File: config.mk
export PLATFORM = sky130hd
export DESIGN_NAME = prm_privileged_register_moves
export DESIGN_NICKNAME = d
export VERILOG_FILES = /design/src/prm_pkg.sv /design/src/prm_walk_if.sv /design/src/prm_list_walker.sv /design/src/prm_privileged_register_moves.sv
export SDC_FILE = /design/constraint.sdc
export NUM_CORES = 1
export LEC_CHECK = 0
export BUFFER_PORTS_ARGS = -buffer_cell sky130_fd_sc_hd__buf_2
export CAP_MARGIN = 20
export CELL_PAD_IN_SITES_DETAIL_PLACEMENT = 0
export CELL_PAD_IN_SITES_GLOBAL_PLACEMENT = 1
export CORE_UTILIZATION = 41
export DETAILED_ROUTE_END_ITERATION = 8
export PLACE_DENSITY = 0.85
export SLEW_MARGIN = 30
export SYNTH_ARGS = -nofsm -noshare
export SYNTH_HDL_FRONTEND = slang
export SYNTH_SLANG_ARGS = --single-unit
File: constraint.sdc
create_clock -name clk -period 4.5 [get_ports clk]
set_input_delay 0.675 -clock clk [delete_from_list [all_inputs] [get_ports clk]]
set_output_delay 0.675 -clock clk [all_outputs]
set_load 0.1 [all_outputs]
File: src/prm_pkg.sv
// Shared constants, types and helpers for the privileged register move unit.
package prm_pkg;
  localparam int unsigned DATA_W = 32;
  localparam int unsigned SR_W = 16;
  localparam int unsigned LIST_W = 16;
  localparam int unsigned IDX_W = 4;
  localparam int unsigned CSEL_W = 2;
  localparam int unsigned CTRL_NUM = 4;
  localparam int unsigned SUP_BIT = 13;
  localparam logic [SR_W-1:0] SR_RESET = 16'h2700;
  localparam logic [SR_W-1:0] CCR_MASK = 16'h001F;
  localparam logic [DATA_W-1:0] USP_RESET = 32'h00000000;
  localparam logic [DATA_W-1:0] CTRL_RESET = 32'h00000000;
  localparam logic [DATA_W-1:0] WORD_STEP = 32'h00000004;
  localparam logic [IDX_W-1:0] ADDR_REG_BASE = 4'h8;

  typedef enum logic [2:0] {
    OP_TO_CCR,
    OP_FROM_SR,
    OP_TO_SR,
    OP_USP,
    OP_CTRL,
    OP_MULTI
  } prm_op_t;

  // Index of the lowest set bit of a register list, zero when the list is empty.
  function automatic logic [IDX_W-1:0] prm_lowest(input logic [LIST_W-1:0] list);
    logic [IDX_W-1:0] idx;
    idx = '0;
    for (int i = LIST_W - 1; i >= 0; i--) begin
      if (list[i]) begin
        idx = IDX_W'(i);
      end
    end
    return idx;
  endfunction : prm_lowest
endpackage : prm_pkg

File: src/prm_walk_if.sv
// Handshake between the move unit and its register list walker.
`timescale 1ns/10ps
interface prm_walk_if;
  import prm_pkg::*;
  logic load;
  logic [LIST_W-1:0] list;
  logic advance;
  logic [IDX_W-1:0] idx;
  logic last;
  modport walker (input load, input list, input advance, output idx, output last);
  modport user (output load, output list, output advance, input idx, input last);
endinterface : prm_walk_if

File: src/prm_list_walker.sv
// Steps through the set bits of a register list, lowest index first.
`timescale 1ns/10ps
module prm_list_walker
  import prm_pkg::*;
(
  input wire logic clk, // Core clock.
  input wire logic reset, // Synchronous reset, active high.
  prm_walk_if.walker walk // Load, advance and current index.
);
  logic [LIST_W-1:0] mask_reg;
  logic [LIST_W-1:0] mask_next;
  logic [IDX_W-1:0] idx_reg;
  wire logic [LIST_W-1:0] remain = mask_reg & ~(LIST_W'(1) << idx_reg);

  assign mask_next = walk.load ? walk.list : (walk.advance ? remain : mask_reg);
  assign walk.idx = idx_reg;
  assign walk.last = (remain == '0);

  always_ff @(posedge clk) begin
    if (reset) begin
      mask_reg <= '0;
      idx_reg <= '0;
    end else begin
      mask_reg <= mask_next;
      idx_reg <= prm_lowest(mask_next);
    end
  end
endmodule : prm_list_walker

File: src/prm_privileged_register_moves.sv
// Executes condition code, status word, user stack pointer, control and multiple register moves.
//
// Behaviour
// - Condition code load never checks privilege.
// - Status word read only when supervisor, else trap.
// - Status word write only when supervisor, else trap.
// - User stack pointer move supervisor only, else trap.
// - User stack pointer reads target address registers only; writes load cmd_src whatever cmd_reg names.
// - Control register move supervisor only, else trap.
// - Multiple move transfers every listed register.
`timescale 1ns/10ps
module prm_privileged_register_moves
  import prm_pkg::*;
(
  input wire logic clk, // Core clock, 25 MHz.
  input wire logic reset, // Synchronous reset, active high.
  input wire logic cmd_valid, // Instruction offered this cycle.
  input wire prm_op_t cmd_op, // Which move to execute.
  input wire logic cmd_dir, // 1: into the special register or memory load; 0: out of it.
  input wire logic [IDX_W-1:0] cmd_reg, // General register number of the operand.
  input wire logic [CSEL_W-1:0] cmd_csel, // Selected control register.
  input wire logic [DATA_W-1:0] cmd_src, // Evaluated source operand.
  input wire logic [LIST_W-1:0] cmd_list, // Register list of a multiple move.
  input wire logic [DATA_W-1:0] cmd_addr, // Memory operand address of a multiple move.
  output logic cmd_ready, // Unit can take an instruction.
  output logic trap_pulse, // Privilege violation, one cycle.
  output logic dst_valid, // Destination operand valid, one cycle.
  output logic [DATA_W-1:0] dst_data, // Destination operand value.
  output logic reg_wr_en, // General register write strobe.
  output logic [IDX_W-1:0] reg_wr_idx, // General register written.
  output logic [DATA_W-1:0] reg_wr_data, // Value written.
  output logic [IDX_W-1:0] reg_rd_idx, // General register read during a store.
  input wire logic [DATA_W-1:0] reg_rd_data, // Value of that register, same cycle.
  output logic mem_req, // Memory request, held until acknowledged.
  output logic mem_we, // Memory request is a write.
  output logic [DATA_W-1:0] mem_addr, // Memory address.
  output logic [DATA_W-1:0] mem_wdata, // Memory write data.
  input wire logic mem_ack, // Memory completes the request.
  input wire logic [DATA_W-1:0] mem_rdata, // Memory read data with the acknowledge.
  output logic [SR_W-1:0] status_word, // Current status word register.
  output logic [DATA_W-1:0] user_stack_pointer // Current user stack pointer.
);
  typedef enum logic [1:0] {ST_IDLE, ST_ISSUE, ST_WAIT} prm_state_t;

  prm_state_t state_reg, state_next;
  logic [SR_W-1:0] sr_reg, sr_next;
  logic [DATA_W-1:0] usp_reg, usp_next;
  logic [DATA_W-1:0] ctrl_reg [CTRL_NUM];
  logic [DATA_W-1:0] addr_reg, addr_next;
  logic load_dir_reg;
  logic trap_reg, dst_valid_reg, reg_wr_en_reg, mem_req_reg, mem_we_reg;
  logic [DATA_W-1:0] dst_data_reg, reg_wr_data_reg, mem_wdata_reg;
  logic [IDX_W-1:0] reg_wr_idx_reg;

  prm_walk_if walk ();

  prm_list_walker u_walker (
    .clk(clk),
    .reset(reset),
    .walk(walk.walker)
  );

  wire logic supervisor = sr_reg[SUP_BIT];
  wire logic accept = cmd_valid && (state_reg == ST_IDLE);
  wire logic privileged = (cmd_op == OP_FROM_SR) || (cmd_op == OP_TO_SR) || (cmd_op == OP_USP) ||
                          (cmd_op == OP_CTRL);
  wire logic trap_now = accept && privileged && !supervisor;
  wire logic exec = accept && !trap_now;
  wire logic list_ack = (state_reg == ST_WAIT) && mem_ack;
  wire logic list_end = list_ack && walk.last;
  wire logic [IDX_W-1:0] usp_an_idx = ADDR_REG_BASE | {1'b0, cmd_reg[IDX_W-2:0]};

  wire logic wr_ccr = exec && (cmd_op == OP_TO_CCR);
  wire logic wr_sr = exec && (cmd_op == OP_TO_SR);
  wire logic wr_usp = exec && (cmd_op == OP_USP) && cmd_dir;
  wire logic wr_ctrl = exec && (cmd_op == OP_CTRL) && cmd_dir;
  wire logic start_list = exec && (cmd_op == OP_MULTI) && (cmd_list != '0);

  assign sr_next = wr_sr ? cmd_src[SR_W-1:0] :
                   (wr_ccr ? ((sr_reg & ~CCR_MASK) | (cmd_src[SR_W-1:0] & CCR_MASK)) : sr_reg);
  assign usp_next = wr_usp ? cmd_src : usp_reg;
  assign addr_next = start_list ? cmd_addr : (list_ack ? addr_reg + WORD_STEP : addr_reg);

  assign walk.load = start_list;
  assign walk.list = cmd_list;
  assign walk.advance = list_ack;

  always_comb begin
    state_next = state_reg;
    case (state_reg)
      ST_IDLE: begin
        if (start_list) begin
          state_next = ST_ISSUE;
        end
      end
      ST_ISSUE: begin
        state_next = ST_WAIT;
      end
      ST_WAIT: begin
        if (list_end) begin
          state_next = ST_IDLE;
        end else if (list_ack) begin
          state_next = ST_ISSUE;
        end
      end
      default: begin
        state_next = ST_IDLE;
      end
    endcase
  end

  always_ff @(posedge clk) begin
    if (reset) begin
      state_reg <= ST_IDLE;
      sr_reg <= SR_RESET;
      usp_reg <= USP_RESET;
      addr_reg <= '0;
      load_dir_reg <= 1'b0;
    end else begin
      state_reg <= state_next;
      sr_reg <= sr_next;
      usp_reg <= usp_next;
      addr_reg <= addr_next;
      load_dir_reg <= start_list ? cmd_dir : load_dir_reg;
    end
  end

  always_ff @(posedge clk) begin
    if (reset) begin
      for (int i = 0; i < CTRL_NUM; i++) begin
        ctrl_reg[i] <= CTRL_RESET;
      end
    end else if (wr_ctrl) begin
      ctrl_reg[cmd_csel] <= cmd_src;
    end
  end

  // Register write port: USER_STACK_POINTER and control reads on accept, list loads on acknowledge.
  always_ff @(posedge clk) begin
    if (reset) begin
      reg_wr_en_reg <= 1'b0;
      reg_wr_idx_reg <= '0;
      reg_wr_data_reg <= '0;
    end else if (list_ack && load_dir_reg) begin
      reg_wr_en_reg <= 1'b1;
      reg_wr_idx_reg <= walk.idx;
      reg_wr_data_reg <= mem_rdata;
    end else if (exec && (cmd_op == OP_USP) && !cmd_dir) begin
      reg_wr_en_reg <= 1'b1;
      reg_wr_idx_reg <= usp_an_idx;
      reg_wr_data_reg <= usp_reg;
    end else if (exec && (cmd_op == OP_CTRL) && !cmd_dir) begin
      reg_wr_en_reg <= 1'b1;
      reg_wr_idx_reg <= cmd_reg;
      reg_wr_data_reg <= ctrl_reg[cmd_csel];
    end else begin
      reg_wr_en_reg <= 1'b0;
    end
  end

  always_ff @(posedge clk) begin
    if (reset) begin
      trap_reg <= 1'b0;
      dst_valid_reg <= 1'b0;
      dst_data_reg <= '0;
    end else begin
      trap_reg <= trap_now;
      dst_valid_reg <= exec && (cmd_op == OP_FROM_SR);
      dst_data_reg <= (exec && (cmd_op == OP_FROM_SR)) ? {{(DATA_W-SR_W){1'b0}}, sr_reg} : dst_data_reg;
    end
  end

  always_ff @(posedge clk) begin
    if (reset) begin
      mem_req_reg <= 1'b0;
      mem_we_reg <= 1'b0;
      mem_wdata_reg <= '0;
    end else if (state_reg == ST_ISSUE) begin
      mem_req_reg <= 1'b1;
      mem_we_reg <= !load_dir_reg;
      mem_wdata_reg <= reg_rd_data;
    end else if (list_ack) begin
      mem_req_reg <= 1'b0;
    end
  end

  assign cmd_ready = (state_reg == ST_IDLE);
  assign trap_pulse = trap_reg;
  assign dst_valid = dst_valid_reg;
  assign dst_data = dst_data_reg;
  assign reg_wr_en = reg_wr_en_reg;
  assign reg_wr_idx = reg_wr_idx_reg;
  assign reg_wr_data = reg_wr_data_reg;
  assign reg_rd_idx = walk.idx;
  assign mem_req = mem_req_reg;
  assign mem_we = mem_we_reg;
  assign mem_addr = addr_reg;
  assign mem_wdata = mem_wdata_reg;
  assign status_word = sr_reg;
  assign user_stack_pointer = usp_reg;

  logic [4:0] want_cnt, done_cnt;
  always_ff @(posedge clk) begin
    if (reset) begin
      want_cnt <= '0;
      done_cnt <= '0;
    end else if (start_list) begin
      want_cnt <= 5'($countones(cmd_list));
      done_cnt <= '0;
    end else if (list_ack) begin
      done_cnt <= done_cnt + 5'h01;
    end
  end
endmodule : prm_privileged_register_moves

Yosys cells after proc, flatten, opt, wreduce, memory -nomap -nowiden
Memory sizes are Yosys's and may differ from the RTL's.
Index checks and enable logic that the tools add are counted.
Word-level totals
  RAM bits: 128
  flip-flop bits (word level): 192
  logic and storage cells: 117
  memories: 1
Operators by class
  mux-type cells: 44
  $add $sub $neg: 1
  bitwise logic cells: 3
  eq/ne operators: 9
  shifts and indexed selects: 1
  reductions and logical operators: 39
Memories
  ctrl_reg: depth 4, bits a word 32, read ports 1, clocked after Yosys merged registers in 0, wr ports 4, line prm_privileged_register_moves.sv:48  | logic [DATA_W-1:0] ctrl_reg [CTRL_NUM];
Operator list (number)
  32-bit 2-to-1 mux: 6
  16-bit 2-to-1 mux: 4
  4-bit 2-to-1 mux: 11
  32-bit by 3-bit adder with 32-bit output, second input constant: 1
  32-bit OR reduction: 1
  1-bit logical AND: 18
  16-bit bitwise AND: 1
  16-bit logical NOT: 1
  16-bit inverter: 1
  16-bit by 5-bit OR with 16-bit output: 1
  16-bit nonzero test: 1
  1-bit by 4-bit << shifter with 16-bit output, first input constant: 1
  1-bit 2-to-1 mux: 12
  2-bit 2-to-1 mux: 6
  3-bit 2-to-1 mux: 4
  9-bit OR reduction: 1
  3-bit by 2-bit equality test with 1-bit output, second input constant: 2
  3-bit equality test, second input constant: 2
  2-bit case mux with 3 select lines: 1
  2-bit nonzero test: 3
  5-bit OR reduction: 1
  1-bit logical NOT: 4
  3-bit by 1-bit equality test with 1-bit output, second input constant: 1
  3-bit logical NOT: 1
  10 further kinds: 12

Logic depth before layout (Yosys ltp)
Gate-level depths: netlist of the first run.
  word-level depth: 26
  gate-level depth with buffers: 10
  depth with buffers taken out: 6

Hierarchy
From an unflattened synthesis of the first run, not the netlist that was laid out.
Unflattened totals
  cell total of the unflattened synthesis: 1368
  area, all modules: 14301.2 µm²
Modules (own cells, without submodules)
  prm_privileged_register_moves: cells each 1199, seq. area each 7287.0 µm², area each 13001.2 µm², instances 1
  prm_list_walker: cells each 169, seq. area each 400.4 µm², area each 1300.0 µm², instances 1

Worst setup path after synthesis of the first run
OpenSTA, ideal clock, no wires.
  path kind: flip-flop to flip-flop
  start point: reg state_reg[0]
  end point: mem ctrl_reg[3][0] (enable)
  data required time: 4072 ps
  period minus slack after synthesis: 4594 ps
  library setup time: 428 ps
  path slack: -94 ps
  stages on the path, launching flop included: 8
  arrival time: 4166 ps
  cell sequence: dfxtp_1 -> clkbuf_1 -> nor2_1 -> and2_1 -> nand3_1 -> or2_1 -> clkbuf_1 -> o21bai_1
RTL lines
  start: declaration: line prm_privileged_register_moves.sv:45  | prm_state_t state_reg, state_next;
  start signal: assignment: line prm_privileged_register_moves.sv:120  | state_reg <= state_next;
  end: declaration: line prm_privileged_register_moves.sv:48

==> results of run 1 <==
final timing paths:
kind	startpoint	end	slack (ps)	cells past startpoint
setup / recovery	state_reg[1]	ctrl_reg[1][13]	1370	7
hold / removal	reg_rd_data[31]	mem_wdata[31]	390	3
setup reg to reg	state_reg[1]	ctrl_reg[1][13]	1370	7
hold reg to reg	dst_data[13]	dst_data[13]	450	2
synth_stat cells, types with 3 or more instances:
cell / n
mux2i_1: 65
dfxtp_1: 192
nand3_1: 16
or3_1: 5
xor2_1: 8
clkbuf_1: 85
o21a_1: 3
nor4_1: 10
o211ai_1: 5
o221ai_1: 4
o31ai_1: 6
nor2_1: 167
o2bb2ai_1: 3
nand4_1: 9
nand2_1: 159
nor3_1: 9
or2_2: 10
nand3b_1: 3
a21oi_1: 118
nand2b_1: 9
buf_1: 6
mux4_2: 32
a311oi_1: 8
edfxtp_1: 128
buf_4: 16
xnor2_1: 17
inv_1: 12
a211oi_1: 59
buf_2: 10
o31a_1: 4
nor2b_1: 7
and4_1: 3
o22ai_1: 7
o21ai_0: 15
and3_1: 10
and2_1: 130
a211o_1: 3
kinds of logic (layout without fill, tap and decap cells):
group                      count (synthesis)  count (layout)  share of synthesized area, %
adders and majority gates                  1               1                       0.08735
DFF                                      320             320                         53.68
other                                      1              20                       0.02618
muxes                                     99              99                         9.733
xor gates and xnor gates                  25              25                         1.529
buffers and inverters                    129             431                         3.888
AOI/OAI and AO/OA                        257             257                         11.51
and+or+nand+nor                          568             568                         19.55
power breakdown:
group          total, mW  switching (mW)  internal (mW)
clock               3.01            1.20           1.81
combinational      0.774           0.574          0.201
sequential          3.15          0.0599           3.09
area by class of cell:
| class | instances | area (µm²) | share of cell area [%] |
|---|---|---|---|
| repair buffers | 349 | 1837 | 10.45 |
| flip-flops and latches | 320 | 7687 | 43.74 |
| clock inverters | 12 | 131.4 | 0.7474 |
| inverters | 12 | 45.04 | 0.2563 |
| diodes | 4 | 10.01 | 0.05695 |
| well taps | 455 | 569.3 | 3.239 |
| multi-input cells | 966 | 6198 | 35.26 |
| clock buffers | 58 | 1099 | 6.250 |
metrics by stage:
stage / instance area, µm² / instances / total power [mW]
floorplan: 14380 / 1415 / 3.762
global placement: 16260 / 2098 / 3.972
detailed placement: 16310 / 2101 / 3.984
CTS: 17540 / 2171 / 7.005
global route: 17570 / 2175 / 7.184
finish: 17580 / 2176 / 6.937
routing by layer:
layer | track usage (%) | up-vias | share of wire [%]
met2 | 35.85 | 387 | 47
li1 | - | 5522 | -
met3 | 4.004 | 89 | 5.9
met5 | 0 | - | 0
met4 | 8.282 | 0 | 3.5
met1 | 29.97 | 5585 | 44
worst max-delay path: cells and delay by family (launching register included):
family,cells,cell delay [ps]
flip-flops,1,400
AND/OR/NAND/NOR,6,2010
buffers and inverters,1,340
==> metrics.csv, run 1 <==
stage,metric,value,unit
timing,setup_viol,0,
yosys,syn_area,14320,µm²
final_layout,drive_gt1_share,27.32,%
timing,rsz0062_at_grt,false,
timing,fin_skew,24.06,ps
yosys,synthCells,1400,
final_layout,fin_util,51.01,%
placed_design,place.gp.congestion,0.9317,
floorplan,fp.dieH,188.9,µm
routing,via_per_inst,5.323,
power_and_ir_drop,vdd_drop_max,0.3019,mV
clock_network,cts_buffers,38,
final_layout,nets,1846,
global_route,antenna_found_initial,4,
routing,first_pass_iters,5,
timing,maxSlewHeadroom,35.72,%
yosys,ys.flop_type,dfxtp_1,
clock_network,clock_sink_count,320,
yosys,synth-edff-count,128,
routing,via_count,11580,
floorplan,initial_core_util,41.56,%
floorplan,die_area,35680,µm²
timing,worst_pin_slew,961.0,ps
yosys,synth_area_leader_cell,dfxtp_1,
placed_design,io_buffers,331,
run_status,status,completed,
floorplan,rows,68,
yosys,synth.area.top_cells,"dfxtp_1 27%, edfxtp_1 27%, and2_1 5.7%, mux4_2 5.0%, mux2i_1 4.5%",
setup_path,cp.arrival,3270,ps
placed_design,hpwl,27400,µm
setup_path,worstPathRequired,4640,ps
run,drv_cap,0,
timing,fin_hold_ws,390.3,ps
yosys,seq_area_frac_synth,53.68,%
setup_path,endpoint_kind,register,
setup_path,crit_chain,nor2_1 -> and2_1 -> nand3_1 -> or2_1 -> nor4b_4 -> buf_4 -> or2_2,
timing,fin_crit_sh,69.59,%
timing,period_minus_slack,3131,ps
clock_network,htree_levels,2,
global_route,grt_pass1_vias,11050,
yosys,syn_avg_cell_area,10.23,µm²
timing,setup-tns-final,0,ps
global_route,grt_pass1_wl,62650,µm
clock_network,cts_resized,0,
clock_network,clk_latency,530,ps
timing,slew_violations,0,
setup_path,crit_type,reg -> reg,
yosys,async_reset_ff_share,0,%
final_layout,layout_commonest_cell,buf_2,
setup_path,critPathMaxFanout,33,
yosys,ys_warn_count,0,
routing,routed_wl,40790,µm
power_and_ir_drop,p_per_area,394.7,nW/µm²
yosys,synth-seq-cells,320,
routing,drt_iter0_markers,754,
clock_network,postCtsSetupBuffers,0,
setup_path,cp_slowest_cell,or2_2,
setup_path,start_kind,register,
floorplan,ios,348,
clock_network,cts_tree,built,
routing,ant_nets,0,
timing,timing.fmax,0.3193,GHz
clock_network,postCtsHoldBufs,0,
hold_path,hold_class,in -> reg,
global_route,grt.total_usage,22.27,%
floorplan,core_area,34460,µm²
timing,setup_ws,1369,ps
routing,wire_per_inst,18.74,µm
global_route,grt_overflow_total,0,
placed_design,post-place-ws,1129,ps
floorplan,die_w,188.9,µm
clock_network,path_clk_slew,60,ps
clock_network,clock_path_buffers,3,
yosys,ys_types,73,
yosys,yosysTopAreaCellShare,26.84,%
final_layout,final_cell_mix,"330 x buf_2, 192 x dfxtp_1, 165 x nor2_1, 158 x nand2_1, 130 x and2_1",
final_layout,num-fill-cells,3251,
timing,hold_viol,0,
setup_path,slowest_delay,720,ps
final_layout,largest_reg_flops,128,
routing,drc,0,
global_route,grt_max_degree,84,
clock_network,clockRootBuffer,clkbuf_16,
power_and_ir_drop,leakagePower,7.271,nW
final_layout,syn_to_final_growth,22.73,%
Power figures use the tool's default switching activity.
==> inputs of run 2 (changes only) <==
==> constraint.sdc (replaced) <==
create_clock -name clk -period 3.15 [get_ports clk]
set_input_delay 0.4725 -clock clk [delete_from_list [all_inputs] [get_ports clk]]
set_output_delay 0.4725 -clock clk [all_outputs]
set_load 0.1 [all_outputs]
==> run 2 against run 1 <==
Count of clock-buffer cells in the layout shrank 7. First-iteration DRC count grew 8.5%. Critical path depth shrank 1. Non-clock buffer count grew 18. Critical path type unchanged. Critical endpoint is now u_walker.walk.idx[0].
==> metrics.csv, run 2 (synthesized netlist as in run 1, its figures left out) <==
stage,metric,value,unit
setup_path,slowest_delay,530,ps
setup_path,cp_num_buf_inv,0,
clock_network,clk_latency,530,ps
setup_path,worstPathRequired,3560,ps
setup_path,cp_slowest_cell,or3b_1,
setup_path,cp_top_family,simple AND/OR/NAND/NOR gates,
setup_path,crit_type,reg -> reg,
clock_network,path_clk_slew,60,ps
placed_design,hpwl,27640,µm
timing,slew_violations,0,
final_layout,final_cell_mix,"330 x buf_2, 192 x dfxtp_1, 164 x nor2_1, 158 x nand2_1, 130 x and2_1",
timing,setup-tns-final,0,ps
timing,rsz0062_at_grt,false,
global_route,met3_usage,3.503,%
clock_network,cts_resized,0,
timing,setup_viol,0,
global_route,grtUsageMet2,35.93,%
global_route,top_usage_layer,met2,
hold_path,hold_class,in -> reg,
setup_path,cp.arrival,3150,ps
power_and_ir_drop,vdd_drop_max,0.4459,mV
timing,worst_pin_slew,817.8,ps
global_route,grt_overflow_total,0,
floorplan,initial_core_util,41.56,%
setup_path,critPathMaxFanout,13,
setup_path,start_kind,register,
timing,timing.fmax,0.3642,GHz
routing,ant_nets,0,
final_layout,stdcell_count,2193,
timing,setup_ws,404.4,ps
final_layout,syn_to_final_growth,24.09,%
floorplan,core_area,34460,µm²
timing,hold_viol,0,
routing,via_per_inst,5.303,
final_layout,drive_gt1_share,28.10,%
placed_design,post-place-ws,376.2,ps
final_layout,layout_commonest_cell,buf_2,
hold_path,hold-path-endpoint,mem_addr[1],
clock_network,cts_tree,built,
global_route,grt_pass1_wl,61830,µm
global_route,met1_usage,29.53,%
floorplan,die_area,35680,µm²
global_route,grt_pass1_vias,11080,
placed_design,dp_cells,2120,
routing,drc,0,
floorplan,die_w,188.9,µm
clock_network,htree_levels,2,
floorplan,ios,348,
timing,maxSlewHeadroom,45.48,%
routing,drt_iter0_markers,818,
global_route,grt_max_degree,70,
power_and_ir_drop,p_per_area,564.0,nW/µm²
setup_path,reg2regPathDepth,6,
run_status,status,completed,
routing,via_count,11630,
routing,routed_wl,40360,µm
clock_network,postCtsHoldBufs,0,
run,drv_cap,0,
floorplan,fp.dieH,188.9,µm
final_layout,num-fill-cells,3160,
final_layout,largest_reg_flops,128,
clock_network,clockRootBuffer,clkbuf_16,
setup_path,crit_chain,or3b_1 -> or3_1 -> nor2_4 -> o21ai_0 -> and2_1 -> o41a_1,
routing,wire_per_inst,18.41,µm
clock_network,postCtsSetupBuffers,0,
routing,first_pass_iters,7,
global_route,antenna_found_initial,6,
hold_path,hold_start,cmd_addr[1],
setup_path,endpoint_kind,register,
power_and_ir_drop,leakagePower,7.383,nW
floorplan,rows,68,
setup_path,worstReg2RegStart,state_reg[1],
clock_network,clock_sink_count,320,
timing,period_minus_slack,2746,ps
placed_design,place.gp.congestion,0.9460,
setup_path,r2r_slack,400,ps
clock_network,cts_buffers,37,
timing,fin_skew,19.81,ps
hold_path,hold-path-cell-count,3,
final_layout,fin_util,51.57,%
setup_path,r2r-end,u_walker.walk.idx[0],
timing,fin_crit_sh,87.16,%
placed_design,io_buffers,331,
clock_network,clock_path_buffers,3,
final_layout,nets,1863,
global_route,grt.total_usage,21.87,%
[run 2: changes by cell type in the layout (fill, tap and decap cells not counted), moves of 3 or more]
cell	before	now
buf_4	14	30
buf_12	0	6
clkbuf_1	13	10
clkbuf_8	5	2
[run 2: worst max path at each step]
stage / cells after the start / to / startpoint / slack, ps
after global routing: 7 / u_walker.walk.idx[0] / state_reg[1] / 260
final: 6 / u_walker.walk.idx[0] / state_reg[1] / 400
after CTS: 6 / u_walker.walk.idx[0] / state_reg[1] / 460
after global placement: 8 / u_walker.walk.idx[0] / cmd_valid / 390
after detailed placement: 7 / u_walker.walk.idx[0] / cmd_valid / 380
after floorplan: 8 / ctrl_reg[2][0] / state_reg[0] / 80
[run 2: metal layers]
layer	share of wire, %	routed length, µm
met2	47	19170
met4	3.0	1207
met1	44	17560
met3	6.0	2407
met5	0.032	13
[run 2: layout make-up]
| type | count | area, µm² | share of cell area (%) |
|---|---|---|---|
| diodes | 5 | 12.51 | 0.07041 |
| clock buffers | 51 | 1041 | 5.858 |
| clock inverters | 17 | 206.4 | 1.162 |
| inverters | 12 | 45.04 | 0.2535 |
| multi-input cells | 966 | 6201 | 34.89 |
| flip-flops and latches | 320 | 7687 | 43.26 |
| well taps | 455 | 569.3 | 3.204 |
| repair buffers | 367 | 2008 | 11.30 |
[run 2: power breakdown]
part	switching (mW)	leakage (nW)	internal (mW)
combinational	0.828	3.89	0.304
sequential	0.0794	2.88	4.41
clock	1.74	0.611	2.66
total	2.64	7.38	7.38
[run 2: through the flow]
stage / total power [mW] / hold WS [ps] / area, µm²
after floorplan: 5.376 / 507.1 / 14400
after global placement: 5.698 / 431.8 / 16510
after detailed placement: 5.709 / 445.1 / 16510
after CTS: 10.11 / 171.9 / 17760
after global routing: 10.34 / 192.3 / 17770
final: 10.02 / 188.9 / 17770
[run 2: tightest hold or removal path, cell delays in order]
cell and delay [ps]:
buf_2 90, nand2_1 40, a21oi_1 50
==> inputs of run 3 (changes only) <==
--- a/config.mk
+++ b/config.mk
@@ -9,8 +9,10 @@
 export CAP_MARGIN = 20
 export CELL_PAD_IN_SITES_DETAIL_PLACEMENT = 0
 export CELL_PAD_IN_SITES_GLOBAL_PLACEMENT = 1
+export CORE_ASPECT_RATIO = 2
 export CORE_UTILIZATION = 41
 export DETAILED_ROUTE_END_ITERATION = 8
+export GPL_ROUTABILITY_DRIVEN = 1
 export PLACE_DENSITY = 0.85
 export SLEW_MARGIN = 30
 export SYNTH_ARGS = -nofsm -noshare
==> run 3 against run 2 <==
Sequential power is essentially flat. Via count rose by 2.1%. Sequential cell count stayed put. Count of clock-buffer cells in the layout down 9. Worst hold slack got worse by 46 ps. Routed wire length up 12%. First-iteration DRC count is 2.2% lower. Register-to-register slack lost 110 ps. Power is 6.8% lower. Largest cell class unchanged.
==> metrics.csv, run 3 (synthesized netlist as in run 1, its figures left out) <==
stage,metric,value,unit
routing,ant_nets,0,
global_route,grt_pass1_vias,11680,
placed_design,place_area,16540,µm²
setup_path,worstPathRequired,3570,ps
floorplan,ios,348,
final_layout,syn_to_final_growth,22.43,%
timing,fin_skew,19.36,ps
routing,via_per_inst,5.482,
clock_network,clock_path_buffers,3,
setup_path,cp_top_family,simple AND/OR/NAND/NOR gates,
timing,slew_violations,0,
placed_design,place.gp.congestion,1.022,
power_and_ir_drop,swShare,27.33,%
routing,drt_iter0_markers,800,
timing,fin_hold_ws,143.4,ps
placed_design,io_buffers,331,
global_route,grt_max_degree,70,
setup_path,critPathMaxFanout,13,
clock_network,cts_buffers,30,
final_layout,fin_util,51.04,%
setup_path,cp.arrival,3270,ps
clock_network,htree_levels,1,
clock_network,cts_tree,built,
global_route,grt_overflow_total,0,
power_and_ir_drop,p_comb_share,12.6,%
power_and_ir_drop,p_sw,2.553,mW
final_layout,nets,1861,
power_and_ir_drop,leakagePower,7.292,nW
clock_network,path_clk_slew,60,ps
power_and_ir_drop,power_frac_clock,39.4,%
timing,period_minus_slack,2851,ps
clock_network,clock_sink_count,320,
floorplan,die_area,35730,µm²
global_route,antenna_found_initial,1,
global_route,grt_pass1_wl,67180,µm
floorplan,initial_core_util,41.69,%
final_layout,largest_reg_flops,128,
clock_network,postCtsSetupBuffers,0,
setup_path,slowest_delay,700,ps
timing,maxSlewHeadroom,43.97,%
run,drv_cap,0,
run_status,status,completed,
routing,routed_wl,45080,µm
floorplan,die_w,134.2,µm
final_layout,drive_gt1_share,27.94,%
timing,hold_viol,0,
floorplan,rows,96,
clock_network,postCtsHoldBufs,0,
final_layout,final_cell_mix,"330 x buf_2, 192 x dfxtp_1, 164 x nor2_1, 158 x nand2_1, 130 x and2_1",
timing,timing.fmax,0.3507,GHz
routing,wire_per_inst,20.81,µm
clock_network,clockRootBuffer,clkbuf_16,
placed_design,hpwl,32560,µm
setup_path,start_kind,register,
setup_path,crit_type,reg -> reg,
timing,fin_crit_sh,90.52,%
clock_network,clk_latency,570,ps
setup_path,cp_slowest_cell,dfxtp_1,
routing,drc,0,
global_route,grt.total_usage,24.83,%
setup_path,cp_num_buf_inv,0,
hold_path,hold_class,in -> reg,
timing,setup-tns-final,0,ps
setup_path,crit_chain,nand2b_1 -> o31ai_1 -> a22oi_1 -> or2_2 -> nor4_1 -> nor3b_1,
power_and_ir_drop,vdd_drop_max,0.4856,mV
final_layout,stdcell_area,17530,µm²
final_layout,layout_commonest_cell,buf_2,
routing,via_count,11880,
final_layout,diodes,0,
routing,first_pass_iters,5,
timing,rsz0062_at_grt,false,
clock_network,cts_resized,0,
timing,worst_pin_slew,840.5,ps
power_and_ir_drop,seqPwrFrac,48.0,%
timing,setup_viol,0,
floorplan,core_area,34350,µm²
power_and_ir_drop,internal_power,6.789,mW
setup_path,endpoint_kind,register,
floorplan,fp.dieH,266.3,µm
power_and_ir_drop,p_per_area,532.8,nW/µm²
[run 3: worst register-to-register path: stages (launching register included)]
cell	delay, ps
dfxtp_1	700
nand2b_1	430
o31ai_1	530
a22oi_1	140
or2_2	320
nor4_1	500
nor3b_1	100
[run 3: path summary, 6_finish.rpt]
kind | end | slack [ps] | depth (start not counted) | start
max | u_walker.walk.idx[3] | 300 | 6 | u_walker.walk.idx[0]
max reg2reg | u_walker.walk.idx[3] | 300 | 6 | u_walker.walk.idx[0]
min reg2reg | mem_wdata[20] | 450 | 2 | mem_wdata[20]
min | mem_wdata[30] | 140 | 3 | reg_rd_data[30]
[run 3: stage by stage]
stage | worst slack (ps) | instances | total power [mW]
floorplan | 75.66 | 1415 | 5.376
finish | 298.6 | 2166 | 9.342
detailed placement | 319.7 | 2111 | 5.748
global placement | 298.7 | 2111 | 5.737
global route | 146.6 | 2166 | 9.620
CTS | 380.8 | 2166 | 9.412
[run 3: cell type report]
class | instances | area, µm²
tap | 441 | 551.8
fill | 3208 | 16820
multi-input combinational | 966 | 6201
inverter | 12 | 45.04
clock inverter | 13 | 132.6
clock buffer | 42 | 857.1
timing repair buffer | 372 | 2058
sequential | 320 | 7687
[run 3: power by group through the flow]
stage / logic, mW / registers, mW / clock network [mW]
2_1_floorplan: 0.483 / 4.89 / 0
3_3_place_gp: 1.17 / 4.57 / 0
3_5_place_dp: 1.17 / 4.58 / 0
4_1_cts: 1.18 / 4.48 / 3.75
5_1_grt: 1.23 / 4.49 / 3.90
6_report: 1.17 / 4.48 / 3.68
[run 3: per-layer routing]
metal  up-vias  global-route usage [%]  share of wire (%)
met4         0                   14.97                6.0
met5         -                       0                  0
li1       5529                       -                  -
met3       135                   2.321                4.7
met2       469                   46.53                 55
met1      5742                   26.45                 35
